`src/hw/caf_pkg.sv`:
```
// package: register map, field layout and sizes of the acceptance filter
package caf_pkg;
	localparam int NUM_FILT    = 16;
	localparam int NUM_MASK    = 3;
	localparam int ADDR_W      = 7;
	localparam int DATA_W      = 16;
	localparam int SID_W       = 11;
	localparam int EID_W       = 18;
	localparam int BPTR_W      = 4;
	// register indices (word addresses)
	localparam logic [6:0] ADR_FSID_BASE = 7'h00; // 16 filter std words
	localparam logic [6:0] ADR_FEID_BASE = 7'h10; // 16 filter ext words
	localparam logic [6:0] ADR_MSID_BASE = 7'h20; // 3 mask std words
	localparam logic [6:0] ADR_MEID_BASE = 7'h24; // 3 mask ext words
	localparam logic [6:0] ADR_MSEL_LO   = 7'h28;
	localparam logic [6:0] ADR_MSEL_HI   = 7'h29;
	localparam logic [6:0] ADR_FEN       = 7'h2a;
	localparam logic [6:0] ADR_BPTR_BASE = 7'h2c; // 4 pointer words
	localparam logic [6:0] ADR_RESULT    = 7'h30;
	// std-identifier word layout
	localparam int SID_LSB   = 5;
	localparam int SID_MSB   = 15;
	localparam int XSEL_BIT  = 3;
	localparam int EIDH_MSB  = 1;
	localparam int EIDH_LSB  = 0;
	localparam logic [15:0] SIDW_IMPL = 16'hffeb; // bits 4 and 2 absent
	// reset values
	localparam logic [15:0] MSEL_RST  = 16'h0000;
	localparam logic [15:0] FEN_RST   = 16'hffff;
	localparam logic [15:0] BPTR_RST  = 16'h0000;
	localparam logic [1:0]  MSK_RSVD  = 2'h3;
	localparam logic [3:0]  BPTR_FIFO = 4'hf;
endpackage : caf_pkg

```
`src/hw/caf_match_cell.sv`:
```
// one filter compare: masked identifier and frame type check
`timescale 1ns/100ps
module caf_match_cell
	import caf_pkg::*;
(
	input  wire logic [15:0] f_sid_i,
	input  wire logic [15:0] f_eid_i,
	input  wire logic [15:0] m_sid_i,
	input  wire logic [15:0] m_eid_i,
	input  wire logic        enable_i,
	input  wire logic [10:0] rx_sid_i,
	input  wire logic [17:0] rx_eid_i,
	input  wire logic        rx_ext_i,
	output logic             hit_o
);
	logic [10:0] sid_diff;
	logic [17:0] eid_diff;
	logic        sid_ok;
	logic        eid_ok;
	logic        type_ok;

	// a set mask bit makes a compared bit; zero is don't-care
	assign sid_diff = (f_sid_i[SID_MSB:SID_LSB] ^ rx_sid_i)
		& m_sid_i[SID_MSB:SID_LSB];
	assign eid_diff = ({f_sid_i[EIDH_MSB:EIDH_LSB], f_eid_i} ^ rx_eid_i)
		& {m_sid_i[EIDH_MSB:EIDH_LSB], m_eid_i};
	assign sid_ok = ~|sid_diff;
	// extended bits only count for extended frames
	assign eid_ok = ~rx_ext_i | ~|eid_diff;
	// type select only counts when the mask asks for it
	assign type_ok = ~m_sid_i[XSEL_BIT]
		| (f_sid_i[XSEL_BIT] == rx_ext_i);
	assign hit_o = enable_i & sid_ok & eid_ok & type_ok;
endmodule : caf_match_cell

```
`src/hw/caf_filter_top.sv`:
```
// acceptance filter bank: registers, sixteen compares, winner select
//
// Contract
// - filter std bits give required identifier values
// - eighteen extended bits split across two registers
// - extended-only select counts only with type match
// - type-match bit forces frame type agreement
// - mask std bit one compares, zero ignores
// - mask bits 1-0 cover extended 17,16
// - mask source 00/01/10 picks mask, 11 reserved
// - two select registers, two bits per filter
// - sixteen filters each with two identifier registers
// - std words bits 4,2 read zero
// - identifiers undefined at reset, selects zero
// - disabled filter never matches
// - hit routes to filter's buffer pointer
`timescale 1ns/100ps
module caf_filter_top
	import caf_pkg::*;
#(
	parameter int NUM_FILTERS = 16
)
(
	input  wire logic                      sys_clk_i,
	input  wire logic                      rst_i,
	input  wire logic [caf_pkg::ADDR_W-1:0] addr_i,
	input  wire logic [caf_pkg::DATA_W-1:0] wdata_i,
	input  wire logic                      wr_i,
	input  wire logic                      rd_i,
	output logic [caf_pkg::DATA_W-1:0]     rdata_o,
	input  wire logic                      id_valid_i,
	input  wire logic [caf_pkg::SID_W-1:0] id_sid_i,
	input  wire logic [caf_pkg::EID_W-1:0] id_eid_i,
	input  wire logic                      id_ext_i,
	output logic                           acc_valid_o,
	output logic                           acc_miss_o,
	output logic [3:0]                     acc_filter_o,
	output logic [caf_pkg::BPTR_W-1:0]     acc_buf_o,
	output logic                           acc_fifo_o
);
	import caf_pkg::*;

	initial begin
		if (NUM_FILTERS != NUM_FILT)
			$error("caf_filter_top: only 16 filters supported");
	end

	// identifier storage has no reset; contents undefined at power-up
	logic [15:0] f_sid_q [NUM_FILT];
	logic [15:0] f_eid_q [NUM_FILT];
	logic [15:0] m_sid_q [NUM_MASK];
	logic [15:0] m_eid_q [NUM_MASK];
	logic [15:0] msel_lo_q;
	logic [15:0] msel_hi_q;
	logic [15:0] fen_q;
	logic [15:0] bptr_q [4];
	logic [15:0] rdata_q;
	logic        acc_valid_q;
	logic        acc_miss_q;
	logic [3:0]  acc_filter_q;
	logic [3:0]  acc_buf_q;
	logic        acc_fifo_q;
	logic [15:0] result_q;

	// address decode
	wire         in_fsid  = addr_i[6:4] == ADR_FSID_BASE[6:4];
	wire         in_feid  = addr_i[6:4] == ADR_FEID_BASE[6:4];
	wire         in_msid  = (addr_i[6:2] == ADR_MSID_BASE[6:2])
		&& (addr_i[1:0] != 2'h3);
	wire         in_meid  = (addr_i[6:2] == ADR_MEID_BASE[6:2])
		&& (addr_i[1:0] != 2'h3);
	wire         in_bptr  = addr_i[6:2] == ADR_BPTR_BASE[6:2];
	wire [3:0]   idx4     = addr_i[3:0];
	wire [1:0]   idx2     = addr_i[1:0];
	wire [15:0]  sid_wr   = wdata_i & SIDW_IMPL;

	// filter identifier words, one pair per filter
	always_ff @(posedge sys_clk_i) begin
		if (wr_i && in_fsid)
			f_sid_q[idx4] <= sid_wr;
		if (wr_i && in_feid)
			f_eid_q[idx4] <= wdata_i;
	end

	// mask words, three masks
	always_ff @(posedge sys_clk_i) begin
		if (wr_i && in_msid)
			m_sid_q[idx2] <= sid_wr;
		if (wr_i && in_meid)
			m_eid_q[idx2] <= wdata_i;
	end

	// control words with defined reset
	always_ff @(posedge sys_clk_i) begin
		if (rst_i) begin
			msel_lo_q <= MSEL_RST;
			msel_hi_q <= MSEL_RST;
			fen_q     <= FEN_RST;
			for (int i = 0; i < 4; i++)
				bptr_q[i] <= BPTR_RST;
		end else if (wr_i) begin
			if (addr_i == ADR_MSEL_LO)
				msel_lo_q <= wdata_i;
			if (addr_i == ADR_MSEL_HI)
				msel_hi_q <= wdata_i;
			if (addr_i == ADR_FEN)
				fen_q <= wdata_i;
			if (in_bptr)
				bptr_q[idx2] <= wdata_i;
		end
	end

	// read mux; unmapped addresses read zero
	logic [15:0] rd_mux;
	always_comb begin
		rd_mux = 16'h0000;
		if (in_fsid)
			rd_mux = f_sid_q[idx4] & SIDW_IMPL;
		else if (in_feid)
			rd_mux = f_eid_q[idx4];
		else if (in_msid)
			rd_mux = m_sid_q[idx2] & SIDW_IMPL;
		else if (in_meid)
			rd_mux = m_eid_q[idx2];
		else if (in_bptr)
			rd_mux = bptr_q[idx2];
		else if (addr_i == ADR_MSEL_LO)
			rd_mux = msel_lo_q;
		else if (addr_i == ADR_MSEL_HI)
			rd_mux = msel_hi_q;
		else if (addr_i == ADR_FEN)
			rd_mux = fen_q;
		else if (addr_i == ADR_RESULT)
			rd_mux = result_q;
	end

	// read data valid only in the cycle after the strobe
	always_ff @(posedge sys_clk_i) begin
		if (rst_i)
			rdata_q <= 16'h0000;
		else
			rdata_q <= rd_i ? rd_mux : 16'h0000;
	end

	// per-filter compare against its selected mask
	wire [31:0] msel_all = {msel_hi_q, msel_lo_q};
	logic [NUM_FILT-1:0] hit;
	logic [1:0]          msrc [NUM_FILT];
	for (genvar g = 0; g < NUM_FILT; g++) begin : g_filt
		assign msrc[g] = msel_all[2*g+1:2*g];
		// reserved source feeds mask 0 but clears the enable, so the filter cannot hit
		wire rsvd = msrc[g] == MSK_RSVD;
		wire [1:0] mi = rsvd ? 2'h0 : msrc[g];
		caf_match_cell u_cell (
			.f_sid_i  (f_sid_q[g]),
			.f_eid_i  (f_eid_q[g]),
			.m_sid_i  (m_sid_q[mi]),
			.m_eid_i  (m_eid_q[mi]),
			.enable_i (fen_q[g] & ~rsvd),
			.rx_sid_i (id_sid_i),
			.rx_eid_i (id_eid_i),
			.rx_ext_i (id_ext_i),
			.hit_o    (hit[g])
		);
	end

	// priority pick: lowest index wins
	logic [3:0] win;
	always_comb begin
		win = 4'h0;
		for (int i = NUM_FILT - 1; i >= 0; i--)
			if (hit[i])
				win = 4'(i);
	end
	wire [15:0] win_word = bptr_q[win[3:2]];
	wire [3:0]  win_ptr  = win_word[4*win[1:0] +: 4];
	wire        any_hit  = |hit;

	// result registered one cycle after the identifier strobe
	always_ff @(posedge sys_clk_i) begin
		if (rst_i) begin
			acc_valid_q  <= 1'b0;
			acc_miss_q   <= 1'b0;
			acc_filter_q <= 4'h0;
			acc_buf_q    <= 4'h0;
			acc_fifo_q   <= 1'b0;
			result_q     <= 16'h0000;
		end else begin
			acc_valid_q <= id_valid_i & any_hit;
			acc_miss_q  <= id_valid_i & ~any_hit;
			if (id_valid_i && any_hit) begin
				acc_filter_q <= win;
				acc_buf_q    <= win_ptr;
				acc_fifo_q   <= win_ptr == BPTR_FIFO;
			end
			// status: bit 15 hit, 14 fifo, 7:4 buffer, 3:0 filter
			if (id_valid_i)
				result_q <= {any_hit, any_hit && win_ptr == BPTR_FIFO,
					6'h00, win_ptr, win};
		end
	end

	assign rdata_o      = rdata_q;
	assign acc_valid_o  = acc_valid_q;
	assign acc_miss_o   = acc_miss_q;
	assign acc_filter_o = acc_filter_q;
	assign acc_buf_o    = acc_buf_q;
	assign acc_fifo_o   = acc_fifo_q;

	// checks
	sid_zero_bits_a: assert property (@(posedge sys_clk_i) disable iff (rst_i)
		rd_i && (in_fsid || in_msid) |=> rdata_o[4] == 1'b0
		&& rdata_o[2] == 1'b0) else $error("unimplemented bit read one");
	msel_reset_a: assert property (@(posedge sys_clk_i)
		rst_i |=> msel_lo_q == 16'h0000 && msel_hi_q == 16'h0000)
		else $error("mask select not cleared");
	fen_gate_a: assert property (@(posedge sys_clk_i) disable iff (rst_i)
		id_valid_i && fen_q == 16'h0000 |=> !acc_valid_o)
		else $error("hit with all filters off");
	buf_route_a: assert property (@(posedge sys_clk_i) disable iff (rst_i)
		id_valid_i && any_hit |=> acc_buf_o == $past(win_ptr)
		&& acc_filter_o == $past(win)) else $error("bad buffer route");
	lowest_win_a: assert property (@(posedge sys_clk_i) disable iff (rst_i)
		id_valid_i && hit[0] |=> acc_valid_o && acc_filter_o == 4'h0)
		else $error("filter 0 not chosen");
	fifo_flag_a: assert property (@(posedge sys_clk_i) disable iff (rst_i)
		acc_valid_o |-> acc_fifo_o == (acc_buf_o == 4'hf))
		else $error("fifo flag wrong");
	rsvd_src_a: assert property (@(posedge sys_clk_i) disable iff (rst_i)
		msel_lo_q[1:0] == 2'h3 |-> !hit[0])
		else $error("reserved source hit");
	one_result_a: assert property (@(posedge sys_clk_i) disable iff (rst_i)
		id_valid_i |=> acc_valid_o ^ acc_miss_o)
		else $error("result not unique");
	std_type_a: assert property (@(posedge sys_clk_i) disable iff (rst_i)
		m_sid_q[0][3] && f_sid_q[0][3] && !id_ext_i
		&& msel_lo_q[1:0] == 2'h0 |-> !hit[0])
		else $error("type select ignored");
	read_once_a: assert property (@(posedge sys_clk_i) disable iff (rst_i)
		!rd_i |=> rdata_o == 16'h0000) else $error("stale read data");

	hit_cov_c:  cover property (@(posedge sys_clk_i) acc_valid_o);
	miss_cov_c: cover property (@(posedge sys_clk_i) acc_miss_o);
	fifo_cov_c: cover property (@(posedge sys_clk_i) acc_fifo_o && acc_valid_o);
	multi_cov_c: cover property (@(posedge sys_clk_i)
		id_valid_i && hit[1] && hit[5]);
endmodule : caf_filter_top

```
`config.mk`:
```
export PLATFORM = sky130hd
export DESIGN_NAME = caf_filter_top
export DESIGN_NICKNAME = d
export VERILOG_FILES = /design/src/hw/caf_pkg.sv /design/src/hw/caf_match_cell.sv /design/src/hw/caf_filter_top.sv
export SDC_FILE = /design/constraint.sdc
export NUM_CORES = 2
export LEC_CHECK = 0
export BUFFER_PORTS_ARGS = -buffer_cell sky130_fd_sc_hd__buf_2
export CAP_MARGIN = 10
export CORE_MARGIN = 1.5
export CORE_UTILIZATION = 55
export CTS_CLUSTER_SIZE = 8
export DETAILED_ROUTE_END_ITERATION = 8
export GPL_TIMING_DRIVEN = 0
export PLACE_DENSITY_LB_ADDON = 0.1
export SETUP_SLACK_MARGIN = 0.02
export SLEW_MARGIN = 20
export SYNTH_ARGS = -nofsm -noshare
export SYNTH_HDL_FRONTEND = slang
export SYNTH_SLANG_ARGS = --single-unit
```
`constraint.sdc`:
```
create_clock -name sys_clk_i -period 4.1 [get_ports sys_clk_i]
set_clock_uncertainty 0.05 [all_clocks]
set_input_delay 0.205 -clock sys_clk_i [delete_from_list [all_inputs] [get_ports sys_clk_i]]
set_output_delay 0.205 -clock sys_clk_i [all_outputs]
set_load 0.02 [all_outputs]
```
==> flow_metrics.py <==
metrics = {
    "placement": {
        "place_congestion": 1.131,
        "dpl.hpwl_um": 212300,
        "dp_slack_ns": -2.493,
        "port_buffers": 49,
    },
    "power_and_ir_drop": {
        "ir_worst_vdd_uv": 436.4,
        "p_comb_frac": 0.118,
        "intPower_w": 0.01338,
        "pwr-share-seq": 0.439,
        "sw_frac_of_total": 0.2741,
        "pwr-share-clk": 0.443,
        "p_switching_w": 0.005050,
        "p_leak_nw": 19.52,
        "power_density_nw_per_um2": 304.9,
    },
    "die": {
        "io_pins": 85,
        "std_cell_rows": 111,
        "die_w_um": 308.8,
        "core_area_um2": 92220,
        "start_util": 0.5578,
        "die_y_um": 308.8,
        "dieArea_um2": 95370,
    },
    "grt": {
        "grt_pass1_wl_um": 370900,
        "grt_antenna_before_repair": 21,
        "first_global_vias": 44180,
        "grt_overflow_total": 0,
        "globalRouteTotalUtil": 0.5792,
        "grt_max_degree": 46,
    },
    "synth": {
        "netlist_area_um2": 51440,
        "ys_types": 78,
        "ys.warnings.count": 0,
        "muxShareOfSynthArea": 0.3002,
        "synth.net_count": 4605,
        "synth_top_family_by_area": "multiplexers",
        "synth-seq-cells": 719,
        "synthSimpleGateAreaFrac": 0.06609,
        "synth_ff_type": "edfxtp_1",
        "synth_compound_area_frac": 0.1033,
        "synth.avg_cell_area_um2": 11.31,
        "netlist_instances": 4547,
        "synth_xor_area_frac": 0.08173,
        "synth-async-reset-ratio": 0,
        "synth_fa_ha_area_frac": 0,
        "ys_seq_area_frac": 0.4032,
        "synth_edf_count": 634,
    },
    "timing": {
        "period_needed_ns": 4.813,
        "final-hold-violation-count": 7,
        "worst_slack_ns": -0.7134,
        "worstMarginPinSlew_ns": 1.314,
        "finalSetupViolCount": 48,
        "period_share": 1.174,
        "max-slew-margin-rel": 0.1240,
        "rsz0062_at_grt": "true",
        "hold_slack_ns": -0.01454,
        "setup-tns-final_ns": -14.32,
        "drv_slew": 0,
        "clock.fmax_mhz": 207.8,
    },
    "setup_path": {
        "critPathMaxStageDelay_ns": 0.47,
        "critical_path.max_fanout": 10,
        "crit_chain": "inv_1, clkbuf_2, nand2_1, a32oi_1, nand4_1, o41ai_4, buf_4, nand4b_1, o211a_1, o31a_1, or2_4, mux4_2, nor3b_4, buf_4, or2_4, o31ai_2",
        "required_ns": 4.67,
        "crit_family": "compound AO/OA/AOI/OAI gates",
        "start_kind": "flip-flop",
        "arrival_ns": 5.38,
        "end_kind": "flip-flop",
        "crit_slowest_cell": "clkbuf_2",
        "critPathBufInv": 4,
        "crit_type": "flip-flop to flip-flop",
    },
    "clocking": {
        "cts_tree": "yes",
        "clkSlewWorstSetupHoldPaths_ns": 0.06,
        "clkLatencyLatePin_ns": 0.77,
        "clockBufferDepth": 3,
        "cts_buffers": 101,
        "cts-root-buf": "clkbuf_16",
        "cts_sinks": 719,
        "htree_levels": 3,
    },
    "detailed_routing": {
        "ant_nets": 0,
        "route.detailed.drc": 6,
        "wl_per_cell_um": 45.64,
        "wirelength_um": 282200,
        "via_per_inst": 7.820,
        "drt_iter0_drc": 9659,
        "first_pass_iters": 9,
        "num_vias": 48360,
    },
    "cells_and_area": {
        "final_net_count": 4907,
        "drive_gt1_frac": 0.2747,
        "nFillCells": 7235,
        "areaGrowthSynthToFinish_pct": 17.50,
    },
    "status": {
        "outcome": "complete, but fails checks",
        "violations": "design-rule violations, negative hold slack, negative setup slack",
    },
    "run": {
        "maxCapViolCount": 0,
    },
    "min_path": {
        "hold_path_class": "input pin to flip-flop",
    },
}
-- Yosys cell counts (all sizes together), types with 85 or more instances --
cell type | count | area, um2
nand2 | 242 | 908.4
a22oi | 110 | 825.8
o21ai | 210 | 1051
clkbuf | 291 | 1101
a21oi | 136 | 680.7
nor2 | 134 | 503.0
mux4 | 167 | 3761
xor2 | 386 | 3381
dfxtp | 85 | 1702
edfxtp | 634 | 19040
xnor2 | 94 | 823.3
buf | 240 | 1139
mux2i | 853 | 8538
mux2 | 279 | 3146
-- metal layers --
metal,share of wire,up-vias,track usage
met5,0.0017,-,0.01264
met4,0.10,24,0.4505
met3,0.18,1516,0.3132
met2,0.37,5444,0.7444
met1,0.35,23470,0.7129
li1,-,17900,-
-- per-stage QoR --
step                area (um2)  total power, W    util  cells  hold WS (ns)
detailed placement       54200         0.01009  0.5877   5887        0.3952
global placement         53240         0.01003  0.5773   5839        0.3903
CTS                      59830         0.01808  0.6488   6137      0.002709
global route             60400         0.01850  0.6549   6166      0.005122
finish                   60440         0.01843  0.6554   6184      -0.01454
floorplan                51440        0.009145       -   4547        0.2539
-- layout make-up --
class / instances / area, um2 / area share
antenna: 23 / 57.56 / 0.0009522
buffer: 492 / 3542 / 0.05860
clock buffer: 165 / 2840 / 0.04699
clock inverter: 7 / 107.6 / 0.001780
inverter: 26 / 105.1 / 0.001739
multi-input combinational: 3271 / 29310 / 0.4850
sequential: 719 / 20760 / 0.3434
tap: 1243 / 1555 / 0.02573
timing repair buffer: 238 / 2167 / 0.03585
-- worst reg2reg max path, stage by stage (launching register included) --
cell and delay (ns):
dfxtp_2 0.38, inv_1 0.21, clkbuf_2 0.47, nand2_1 0.11, a32oi_1 0.30, nand4_1 0.41
o41ai_4 0.40, buf_4 0.21, nand4b_1 0.18, o211a_1 0.23, o31a_1 0.47, or2_4 0.34
mux4_2 0.32, nor3b_4 0.20, buf_4 0.19, or2_4 0.16, o31ai_2 0.07
-- registers in the layout, indices dropped and copies added (netlist names) --
register,cells
acc_buf_o,4
f_sid_q,224
acc_filter_o,4
m_eid_q,48
f_eid_q,256
msel_lo_q,16
bptr_q,64
rdata_o,16
acc_fifo_o,1
acc_valid_o,1
fen_q,16
result_q,10
acc_miss_o,1
msel_hi_q,16
m_sid_q,42
-- kinds of logic (layout without fill, tap and decap cells) --
group / after synthesis / after routing
AO/OA/AOI/OAI: 802 / 802
XOR/XNOR: 480 / 480
buffers and inverters: 557 / 928
flip-flops: 719 / 719
multiplexers: 1299 / 1299
other: 0 / 23
AND/OR/NAND/NOR: 690 / 690
-- timing repair --
| action | in CTS | in global routing |
|---|---|---|
| hold buffers | 2 | 0 |
| setup buffers | 110 | 27 |
| gates cloned | 1 | 0 |
| endpoints found under the setup margin | 116 | 35 |
| pin swaps | 62 | 41 |
| gates resized for setup | 678 | 118 |
| hold endpoints to repair | 6 | 0 |
-- power groups by stage --
| stage | Clock (W) | Sequential (W) | Combinational [W] |
|---|---|---|---|
| finish | 0.00816 | 0.00809 | 0.00218 |
| global route | 0.00830 | 0.00809 | 0.00212 |
| CTS | 0.00804 | 0.00809 | 0.00195 |
| detailed placement | 0 | 0.00823 | 0.00186 |
| global placement | 0 | 0.00823 | 0.00180 |
| floorplan | 0 | 0.00822 | 0.000928 |
-- placed cells by master, fill, tap and decap left out, types with 134 or more instances in the layout --
cell / count
o21ai_0: 174
xor2_1: 386
nand2_1: 239
buf_2: 134
mux4_2: 167
buf_4: 192
mux2i_1: 847
mux2_2: 276
edfxtp_1: 634
clkbuf_1: 137
-- worst paths after layout --
path / from / to / slack (ns) / cells after the start
min reg2reg: acc_filter_o[1] / acc_filter_o[1] / 0.41 / 2
max reg2reg: msel_hi_q[0] / acc_fifo_o / -0.71 / 16
min: wdata_i[7] / f_eid_q[12][7] / -0.01 / 1
max: msel_hi_q[0] / acc_fifo_o / -0.71 / 16
Note: power is estimated with default switching activity, not from simulation.
